==> src/pkg/lfg_map.vh <==
// lfg_map.vh: register offsets, field positions, reset values and commands for lfg
// assumes: included by the lfg design files; definitions only
`ifndef LFG_MAP_VH
`define LFG_MAP_VH
// ************************************************************
// apb register byte addresses
// ************************************************************
`define LFG_OFF_SYSCFG   12'h000
`define LFG_OFF_VIS      12'h004
`define LFG_OFF_TOTAL    12'h008
`define LFG_OFF_FRAME    12'h00c
`define LFG_OFF_PITCH_LO 12'h010
`define LFG_OFF_PITCH_HI 12'h014
`define LFG_OFF_CMD      12'h018
`define LFG_OFF_STATUS   12'h01c
`define LFG_OFF_PITCH    12'h020
// ************************************************************
// syscfg fields
// ************************************************************
`define LFG_CFG_DUAL_BIT 7
`define LFG_CFG_FXW_LSB  0
`define LFG_CFG_FXW_MSB  2
// ************************************************************
// command codes written to the command register
// ************************************************************
`define LFG_CMD_SLEEP    8'h53
`define LFG_CMD_DISPLAY_ENABLE_CMD  8'h59
`define LFG_CMD_DISP_OFF 8'h58
// ************************************************************
// reset values and limits
// ************************************************************
`define LFG_RST_VIS      8'h27
`define LFG_RST_TOTAL    8'h2b
`define LFG_RST_FRAME    8'h3f
`define LFG_RST_PITCH    16'h0028
`define LFG_RST_SYSCFG   8'h07
`define LFG_VIS_MAX      8'hef
`define LFG_BLANK_FRAMES 2'h2
// ************************************************************
// status bits
// ************************************************************
`define LFG_ST_ASLEEP    0
`define LFG_ST_DISP      1
`define LFG_ST_ROWDIS    2
`define LFG_ST_PENDING   3
`endif

==> src/rtl/lfg_frame_cnt.v <==
// lfg_frame_cnt: line counter wrapping at the frame height
// assumes: line_step is a one-cycle pulse at the end of each line
`timescale 1ns/1ps
module lfg_frame_cnt (
    input  wire       clk,
    input  wire       nrst,
    input  wire       restart,
    input  wire       line_step,
    input  wire [7:0] frame_lines,
    output reg  [7:0] line_pos,
    output wire       frame_end
);
    assign frame_end = line_step && (line_pos >= frame_lines);

    always @(posedge clk) begin
        if (!nrst || restart) begin
            line_pos <= 8'h00;
        end else if (frame_end) begin
            line_pos <= 8'h00;
        end else if (line_step) begin
            line_pos <= line_pos + 8'h01;
        end
    end
endmodule

==> src/rtl/lfg_line_cnt.v <==
// lfg_line_cnt: byte counter wrapping at the total line length, with blanking flag
// assumes: one byte period per clk, advanced only while run is high
`timescale 1ns/1ps
module lfg_line_cnt (
    input  wire       clk,
    input  wire       nrst,
    input  wire       restart,
    input  wire       run,
    input  wire [7:0] total_line_length,
    input  wire [7:0] visible_bytes,
    output reg  [7:0] byte_pos,
    output wire       line_end,
    output wire       hblank
);
    // a total shortened below the current position ends the line at once
    assign line_end = run && (byte_pos >= total_line_length);
    // bytes past the visible count are blank, which covers both surplus and retrace
    assign hblank = (byte_pos > visible_bytes);

    always @(posedge clk) begin
        if (!nrst || restart) begin
            byte_pos <= 8'h00;
        end else if (line_end) begin
            byte_pos <= 8'h00;
        end else if (run) begin
            byte_pos <= byte_pos + 8'h01;
        end
    end
endmodule

==> src/rtl/lfg_top.v <==
// lfg_top: frame geometry, line/frame timing and standby control of an lcd controller
// assumes: apb master on clk; memory control and host bus pins live outside, gated here
`timescale 1ns/1ps
`include "lfg_map.vh"
module lfg_top (
    input  wire        clk,
    input  wire        nrst,
    input  wire        psel,
    input  wire        penable,
    input  wire        pwrite,
    input  wire [11:0] paddr,
    input  wire [31:0] pwdata,
    output wire        pready,
    output reg  [31:0] prdata,
    output wire        pslverr,
    input  wire [7:0]  mem_ctl_in,
    output reg  [7:0]  mem_ctl,
    output reg         col_data_blank,
    output reg         row_driver_disable,
    output wire        host_bus_oe,
    output wire        osc_run,
    output reg         line_pulse,
    output reg         frame_pulse,
    output reg         dual_panel,
    output reg  [3:0]  char_width,
    output reg  [7:0]  line_index
);
    // ************************************************************
    // register storage
    // ************************************************************
    reg  [7:0]  sys_cfg;
    reg  [7:0]  visible_bytes;
    reg  [7:0]  total_line_length;
    reg  [7:0]  frame_lines;
    reg  [15:0] virtual_line_pitch;
    reg  [7:0]  pitch_low_byte;
    reg         pitch_low_seen;
    reg         vis_err;
    reg         display_enable_cmd;
    reg  [1:0]  sleep_frames;
    reg         restart;
    reg  [1:0]  slp_state;
    reg  [1:0]  next_slp_state;
    reg  [1:0]  next_sleep_frames;
    reg         next_display_enable_cmd;
    reg         next_row_driver_disable;
    reg         next_restart;
    reg  [31:0] next_prdata;

    wire        wr_en;
    wire        rd_en;
    wire [7:0]  wbyte;
    wire [7:0]  byte_pos;
    wire [7:0]  line_pos;
    wire        line_end;
    wire        hblank;
    wire        frame_end;
    wire        timing_run;
    wire        asleep;
    wire        sleep_pending;
    wire        cfg_hit;
    wire        cmd_hit;

    function known_addr;
        input [11:0] a;
        begin
            case (a)
                `LFG_OFF_SYSCFG, `LFG_OFF_VIS, `LFG_OFF_TOTAL, `LFG_OFF_FRAME,
                `LFG_OFF_PITCH_LO, `LFG_OFF_PITCH_HI, `LFG_OFF_CMD,
                `LFG_OFF_STATUS, `LFG_OFF_PITCH: known_addr = 1'b1;
                default: known_addr = 1'b0;
            endcase
        end
    endfunction

    // byte-wide register fields read back with the upper bits zero
    function [31:0] widen8;
        input [7:0] b;
        begin
            widen8 = {24'h000000, b};
        end
    endfunction

    function [3:0] fx_to_width;
        input [2:0] fx;
        begin
            fx_to_width = {1'b0, fx} + 4'h1;
        end
    endfunction

    // ************************************************************
    // apb slave: zero wait states, error on unmapped address
    // ************************************************************
    assign pready  = 1'b1;
    assign pslverr = psel && penable && !known_addr(paddr);
    assign wr_en   = psel && penable && pwrite && known_addr(paddr);
    assign rd_en   = psel && !penable && !pwrite;
    assign wbyte   = pwdata[7:0];

    // ************************************************************
    // configuration writes
    // ************************************************************
    always @(posedge clk) begin
        if (!nrst) begin
            sys_cfg            <= `LFG_RST_SYSCFG;
            visible_bytes      <= `LFG_RST_VIS;
            total_line_length  <= `LFG_RST_TOTAL;
            frame_lines        <= `LFG_RST_FRAME;
            virtual_line_pitch <= `LFG_RST_PITCH;
            pitch_low_byte     <= 8'h00;
            pitch_low_seen     <= 1'b0;
            vis_err            <= 1'b0;
        end else if (wr_en && (!asleep || paddr == `LFG_OFF_SYSCFG)) begin
            // while asleep only the wake write is honoured; geometry is held
            case (paddr)
                `LFG_OFF_VIS: begin
                    if (wbyte > `LFG_VIS_MAX) begin
                        vis_err <= 1'b1;
                    end else begin
                        visible_bytes <= wbyte;
                        vis_err       <= 1'b0;
                    end
                end
                `LFG_OFF_SYSCFG:   sys_cfg <= wbyte;
                `LFG_OFF_TOTAL:    total_line_length <= wbyte;
                `LFG_OFF_FRAME:    frame_lines <= wbyte;
                `LFG_OFF_PITCH_LO: begin
                    pitch_low_byte <= wbyte;
                    pitch_low_seen <= 1'b1;
                end
                `LFG_OFF_PITCH_HI: begin
                    // the pitch changes as one word only once the high byte lands
                    if (pitch_low_seen) begin
                        virtual_line_pitch <= {wbyte, pitch_low_byte};
                    end else begin
                        virtual_line_pitch[15:8] <= wbyte;
                    end
                    pitch_low_seen <= 1'b0;
                end
                default: begin
                    pitch_low_seen <= pitch_low_seen;
                end
            endcase
        end
    end

    // ************************************************************
    // derived geometry
    // ************************************************************
    always @(posedge clk) begin
        if (!nrst) begin
            dual_panel <= 1'b0;
            char_width <= 4'h8;
        end else begin
            dual_panel <= sys_cfg[`LFG_CFG_DUAL_BIT];
            char_width <= fx_to_width(sys_cfg[`LFG_CFG_FXW_MSB:`LFG_CFG_FXW_LSB]);
        end
    end

    // ************************************************************
    // sleep, wake and display control
    // ************************************************************
    // the first boundary after the command ends a partial frame,
    // so the second one lies one to two frames on
    localparam [1:0] SLP_AWAKE  = 2'b00;
    localparam [1:0] SLP_DRAIN  = 2'b01;
    localparam [1:0] SLP_HALTED = 2'b10;

    assign cfg_hit       = wr_en && (paddr == `LFG_OFF_SYSCFG);
    assign cmd_hit       = wr_en && !asleep && (paddr == `LFG_OFF_CMD);
    assign asleep        = (slp_state == SLP_HALTED);
    assign sleep_pending = (slp_state == SLP_DRAIN);

    always @* begin
        next_slp_state          = slp_state;
        next_sleep_frames       = sleep_frames;
        next_display_enable_cmd            = display_enable_cmd;
        next_row_driver_disable = row_driver_disable;
        next_restart            = 1'b0;
        if (cfg_hit) begin
            // first config byte: restart timing, display off, wake
            next_restart            = 1'b1;
            next_display_enable_cmd            = 1'b0;
            next_slp_state          = SLP_AWAKE;
            next_sleep_frames       = 2'h0;
            next_row_driver_disable = 1'b1;
        end else begin
            if (cmd_hit && wbyte == `LFG_CMD_DISPLAY_ENABLE_CMD) begin
                next_display_enable_cmd = 1'b1;
            end else if (cmd_hit && wbyte == `LFG_CMD_DISP_OFF) begin
                next_display_enable_cmd = 1'b0;
            end
            case (slp_state)
                SLP_AWAKE: begin
                    if (cmd_hit && wbyte == `LFG_CMD_SLEEP) begin
                        next_slp_state    = SLP_DRAIN;
                        next_sleep_frames = 2'h0;
                    end
                end
                SLP_DRAIN: begin
                    // a command write on a boundary edge does not hide the boundary
                    if (frame_end) begin
                        next_sleep_frames = sleep_frames + 2'h1;
                        if (sleep_frames == 2'h1) begin
                            next_row_driver_disable = 1'b0;
                        end
                        if (sleep_frames + 2'h1 == `LFG_BLANK_FRAMES) begin
                            next_slp_state = SLP_HALTED;
                        end
                    end
                end
                SLP_HALTED: begin
                    next_slp_state = SLP_HALTED;
                end
                default: begin
                    next_slp_state = SLP_AWAKE;
                end
            endcase
        end
    end

    always @(posedge clk) begin
        if (!nrst) begin
            slp_state          <= SLP_AWAKE;
            sleep_frames       <= 2'h0;
            display_enable_cmd            <= 1'b0;
            row_driver_disable <= 1'b1;
            restart            <= 1'b0;
        end else begin
            slp_state          <= next_slp_state;
            sleep_frames       <= next_sleep_frames;
            display_enable_cmd            <= next_display_enable_cmd;
            row_driver_disable <= next_row_driver_disable;
            restart            <= next_restart;
        end
    end

    assign timing_run  = !asleep;
    assign osc_run     = !asleep;
    assign host_bus_oe = !asleep;

    // ************************************************************
    // line and frame counters
    // ************************************************************
    lfg_line_cnt u_line (
        .clk               (clk),
        .nrst              (nrst),
        .restart           (restart),
        .run               (timing_run),
        .total_line_length (total_line_length),
        .visible_bytes     (visible_bytes),
        .byte_pos          (byte_pos),
        .line_end          (line_end),
        .hblank            (hblank)
    );

    lfg_frame_cnt u_frame (
        .clk         (clk),
        .nrst        (nrst),
        .restart     (restart),
        .line_step   (line_end),
        .frame_lines (frame_lines),
        .line_pos    (line_pos),
        .frame_end   (frame_end)
    );

    // ************************************************************
    // driver-side outputs
    // ************************************************************
    always @(posedge clk) begin
        if (!nrst) begin
            col_data_blank <= 1'b1;
            line_pulse     <= 1'b0;
            frame_pulse    <= 1'b0;
            line_index     <= 8'h00;
            mem_ctl        <= 8'h00;
        end else begin
            // blank from the moment standby is requested onward
            col_data_blank <= hblank || !display_enable_cmd || sleep_pending || asleep;
            line_pulse     <= line_end;
            frame_pulse    <= frame_end;
            line_index     <= line_pos;
            if (!asleep) begin
                mem_ctl <= mem_ctl_in;
            end else begin
                mem_ctl <= mem_ctl;
            end
        end
    end

    // ************************************************************
    // read mux, registered on the setup cycle
    // ************************************************************
    always @* begin
        next_prdata = prdata;
        if (rd_en) begin
            case (paddr)
                `LFG_OFF_SYSCFG:   next_prdata = widen8(sys_cfg);
                `LFG_OFF_VIS:      next_prdata = widen8(visible_bytes);
                `LFG_OFF_TOTAL:    next_prdata = widen8(total_line_length);
                `LFG_OFF_FRAME:    next_prdata = widen8(frame_lines);
                `LFG_OFF_PITCH_LO: next_prdata = widen8(virtual_line_pitch[7:0]);
                `LFG_OFF_PITCH_HI: next_prdata = widen8(virtual_line_pitch[15:8]);
                `LFG_OFF_PITCH:    next_prdata = {16'h0000, virtual_line_pitch};
                `LFG_OFF_STATUS:   next_prdata = {27'h0000000, vis_err, sleep_pending,
                                                  row_driver_disable, display_enable_cmd, asleep};
                default:           next_prdata = 32'h00000000;
            endcase
        end
    end

    always @(posedge clk) begin
        if (!nrst) begin
            prdata <= 32'h00000000;
        end else begin
            prdata <= next_prdata;
        end
    end
endmodule

==> config.mk <==
export PLATFORM = sky130hd
export DESIGN_NAME = lfg_top
export DESIGN_NICKNAME = d
export VERILOG_FILES = /design/src/rtl/lfg_frame_cnt.v /design/src/rtl/lfg_line_cnt.v /design/src/rtl/lfg_top.v
export VERILOG_INCLUDE_DIRS = /design/src /design/src/pkg
export SDC_FILE = /design/constraint.sdc
export NUM_CORES = 1
export LEC_CHECK = 0
export ABC_AREA = 1
export BUFFER_PORTS_ARGS = -buffer_cell sky130_fd_sc_hd__clkbuf_2
export CORE_MARGIN = 8
export CORE_UTILIZATION = 56
export DETAILED_ROUTE_END_ITERATION = 8
export PLACE_DENSITY = 0.81
export SLEW_MARGIN = 20
export SYNTH_ARGS = -nofsm -noshare
export SYNTH_HDL_FRONTEND = slang
export SYNTH_HIERARCHICAL = 1
export SYNTH_SLANG_ARGS = --single-unit
==> constraint.sdc <==
create_clock -name clk -period 3.5 [get_ports clk]
set_input_delay 0.525 -clock clk [delete_from_list [all_inputs] [get_ports clk]]
set_output_delay 0.525 -clock clk [all_outputs]
set_load 0.01 [all_outputs]
==> reports/results.md <==
| Stage | Parameter | This run |
| --- | --- | --- |
| route | Uppermost layer routed | met4 |
| finish | Multi-input combinational cell area | 3040 sq um |
| run status | Status | complete, no violations |
| pwr | Sequential fraction of design power | 38.1% |
| setup path | Critical path startpoint category | flop |
| setup path | Worst reg2reg setup slack | 0.95 ns |
| pwr | Internal portion of total power | 2.87 mW |
| route | Drt total wl | 15.1 mm |
| floorplan | Die footprint | 14500 sq um |
| clock tree | H-tree level count | 4 |
| synth | Cell taking the most area after synthesis | dfxtp_1 |
| synth | Number of flops mapped to enable cells by yosys | 0 |
| route | Met2 routed wirelength | 6.68 mm |
| clock tree | Num CTS Buffers | 17 |
| finish | Antenna Diode Count | 0 |
| floorplan | Total I/O pin count | 118 |
| pwr | Total power density per cell area | 536 nW/um^2 |
| finish | Fraction of layout cells with a size suffix above 1 | 18.6% |
| grt | Maximum number of pins on one net before global-route repair | 46 |
| pwr | Net switching share of the total power | 25.2% |
| place | Setup slack after placement | 0.997 ns |
| setup path | Reg2Reg Launch Point | slp_state[0]$_SDFFE_PP0P_ |
| synth | Most frequently used cell type in the post-synthesis netlist | nand2_1 |
| pwr | Peak supply drop | 0.000306 V |
| pwr | Total power of the final layout | 3.83 mW |
| synth | Instance count of the mapped netlist | 815 |
| sta | Total count of hold-check failures in the final report | 0 |
| floorplan | Total core area | 10700 sq um |
| setup path | Start point of the critical path | slp_state[0]$_SDFFE_PP0P_ |
| route | Detailed-routing wirelength on met1 | 6.48 mm |
| setup path | Count of cells along the worst register-to-register path | 12 |
| clock tree | Cell at the root of the clock tree | clkbuf_8 |
| clock tree | Clock-pin slew on the worst setup and hold paths | 0.06 ns |
| floorplan | Die Y | 120 microns |
| pwr | Part of the power in the clock network | 49.7% |
| sta | Sum of negative setup slack | 0 ns |
| route | Drt wl/cell | 14.4 microns |
| place | Number of I/O port buffers | 76 |
| sta | Number of failing setup endpoints in the final timing report | 0 |
| sta | Worst-case headroom to the max-slew limit | 60.7% |
| setup path | Setup crit end | host_bus_oe |
| synth | Synthesized flop and latch total | 121 |
| floorplan | Floorplan row count | 38 |
| place | HPWL after DPL | 10.8 mm |
| clock tree | Count of buffers added by post-CTS timing repair for setup | 0 |
| synth | Yosys top cell area share | 39.7% |
| grt | Initial antenna violation count | 0 |
| synth | List of most frequent post-synthesis cells | nand2_1, dfxtp_1, inv_1, nor2_1, a21oi_1 |
| finish | Area Overhead vs Synth | 17.3% |
| synth | Most used DFF post-synth | dfxtp_1 |
| synth | Synth async-reset ratio | 0% |
| min path | Worst hold path class | input pin to flop |
| setup path | Peak fanout along the critical path | 13 |
| sta | Period minus WS final | 2.73 ns |
| grt | Global-route wire length before repair | 24.8 mm |
| setup path | Arrival time of data at the critical path endpoint | 2.20 ns |
| route | Final antenna-violating net count | 0 |
| flow run | # Max-Cap Violations | 0 |
| synth | Area contributors post-synth | dfxtp_1, nand2_1, ha_1 |
| grt | Remaining global-route overflow | 0 |
| synth | Cell Area, Synth | 6100 sq um |
| route | # DRC | 0 |
| finish | Area taken by flip-flops and latches | 2420 sq um |
| grt | Global router's overall resource usage | 21.1% |
| clock tree | Max Root-Sink Buffers | 2 |
| synth | Average cell area after synthesis | 7.48 sq um |
| sta | Fmax | 366 MHz |
| pwr | Power spent charging and discharging nets | 0.966 mW |
| sta | Final worst-path cycle share | 78.0% |
| grt | Number of global-route vias before repair | 5100 |
| route | Detailed route wirelength on metal3 | 1.48 mm |
| sta | Maximum clock skew at final layout | 0.00529 ns |
| finish | Number of fillers in the final layout | 890 |
| pwr | P_leak | 3.51 nW |
| route | Via-to-Cell Ratio | 5.21 |
| finish | Final net count | 980 |
| clock tree | Worst-skew pair later-pin latency | 0.52 ns |
| setup path | Nature of the critical path endpoint | primary output |
| place | Global placement routability congestion | 0.934 |
| setup path | Path type of the worst setup path | flop to primary output |
| setup path | Critical R2R Capture | sleep_frames[1]$_SDFFE_PP0P_ |
| clock tree | Count of hold buffers inserted by post-cts repair | 0 |
| synth | Sequential fraction of the synthesis area | 39.7% |
| clock tree | Number of clock sinks seen by CTS | 121 |
| clock tree | Clock tree from TritonCTS | done |
| sta | Least-Margin Pin Slew | 0.590 ns |
| route | Number of detailed-route iterations in the first pass | 5 |
| floorplan | Overall die width | 120 microns |
| clock tree | Post-cts resize count | 0 |
| sta | Worst Slack Setup Final | 0.771 ns |
| pwr | Gate power share | 12.2% |
| route | Routed vias | 5444 |
| synth | Netlist cell types | 45 |
| floorplan | Initial standard-cell utilization of the core | 56.8% |
| sta | RSZ-0062 raised after global routing | no |
| route | Starting DRT DRC Count | 425 |
| setup path | WP data required | 2.97 ns |
| sta | Final slew viol count | 0 |
| synth | Yosys synthesis warning count | 6 |
worst max-delay path, cell delays in order (launching register included):
cell      delay, ns
dfxtp_1        0.31
inv_1          0.09
ha_1           0.54
inv_1          0.31
buf_4          0.29
clkbuf_2       0.15
layout by cell type (no fill, tap or decap), types with 3 or more instances in the layout:
cell type	synthesis	layout
nor2_8	3	3
o211ai_2	10	10
nand4_1	14	14
conb_1	2	17
clkbuf_2	0	76
dfxtp_1	121	121
nand2_2	9	9
nand2_1	194	194
nor2_4	4	4
clkbuf_16	0	16
clkbuf_8	0	4
ha_1	32	32
nor2_1	73	73
inv_2	9	9
inv_1	106	106
xnor2_1	5	5
a21oi_1	66	66
o22ai_1	6	6
nand3_1	28	28
o211ai_1	4	4
clkinvlp_4	0	3
nor2_2	6	6
o21ai_0	36	36
a22oi_1	3	3
nor3_2	2	3
xor2_1	9	9
nor3_1	6	5
bufinv_16	0	5
a22o_1	6	6
buf_4	21	5
per-layer routing:
metal  vias to the layer above  GRT usage, %
met5                         -             0
met4                         0          9.52
met3                        37          6.95
li1                       2731             -
met1                      2445          26.2
met2                       231          32.7
logic make-up (layout without fill, tap and decap cells):
logic type	count (synthesis)	after routing	share of synthesized area, %
buffers and inverters	156	230	11.4
muxes	2	2	0.328
other	2	17	0.123
and+or+nand+nor	351	351	26.4
adders and majority gates	32	32	6.57
DFF	121	121	39.7
xor gates and xnor gates	14	14	2.01
AOI/OAI and AO/OA	137	137	13.5
registers in the layout, summed over array words and instances, names as in the netlist, 2 cells and up:
register	cells
total_line_length	8
mem_ctl	8
sleep_frames	2
pitch_low_byte	8
sys_cfg	8
char_width	4
visible_bytes	8
frame_lines	8
u_line/byte_pos	8
slp_state	2
line_index	8
prdata	16
u_frame/line_pos	8
virtual_line_pitch	16
per-stage QoR:
step,cells,instance area (sq um),hold WS (ns),utilization (%)
2_1_floorplan,830,6150,0.395,-
3_3_place_gp,1012,6500,0.438,60.5
3_5_place_dp,1012,6500,0.438,60.5
4_1_cts,1044,7150,0.233,66.6
5_1_grt,1044,7150,0.241,66.6
6_report,1044,7150,0.249,66.6
cell type report:
| type | instances | area share [%] |
|---|---|---|
| clock buffer | 21 | 6.42 |
| clock inverter | 11 | 2.68 |
| timing repair buffer | 81 | 5.84 |
| sequential | 121 | 33.9 |
| inverter | 117 | 6.18 |
| tap | 140 | 2.45 |
| multi-input combinational | 553 | 42.6 |
worst min-delay path by stage:
stage | startpoint | to | slack [ns] | depth (start not counted)
6_report | mem_ctl_in[5] | mem_ctl[5]$_SDFFE_PN0N_ | 0.25 | 3
2_1_floorplan | display_enable_cmd$_SDFFE_PP0P_ | col_data_blank$_SDFF_PN1_ | 0.40 | 1
3_5_place_dp | sys_cfg[0]$_SDFFE_PN1P_ | char_width[0]$_SDFF_PN0_ | 0.44 | 1
3_3_place_gp | sys_cfg[0]$_SDFFE_PN1P_ | char_width[0]$_SDFF_PN0_ | 0.44 | 1
4_1_cts | mem_ctl_in[2] | mem_ctl[2]$_SDFFE_PN0N_ | 0.23 | 3
5_1_grt | mem_ctl_in[5] | mem_ctl[5]$_SDFFE_PN0N_ | 0.24 | 3
power by group through the flow:
stage / clock network [mW] / logic, mW / registers, mW
3_5_place_dp: 0 / 0.461 / 1.49
5_1_grt: 1.99 / 0.521 / 1.47
6_report: 1.90 / 0.467 / 1.46
4_1_cts: 1.92 / 0.463 / 1.46
2_1_floorplan: 0 / 0.336 / 1.50
3_3_place_gp: 0 / 0.452 / 1.49
No activity file was read; power rests on OpenSTA's default activity.
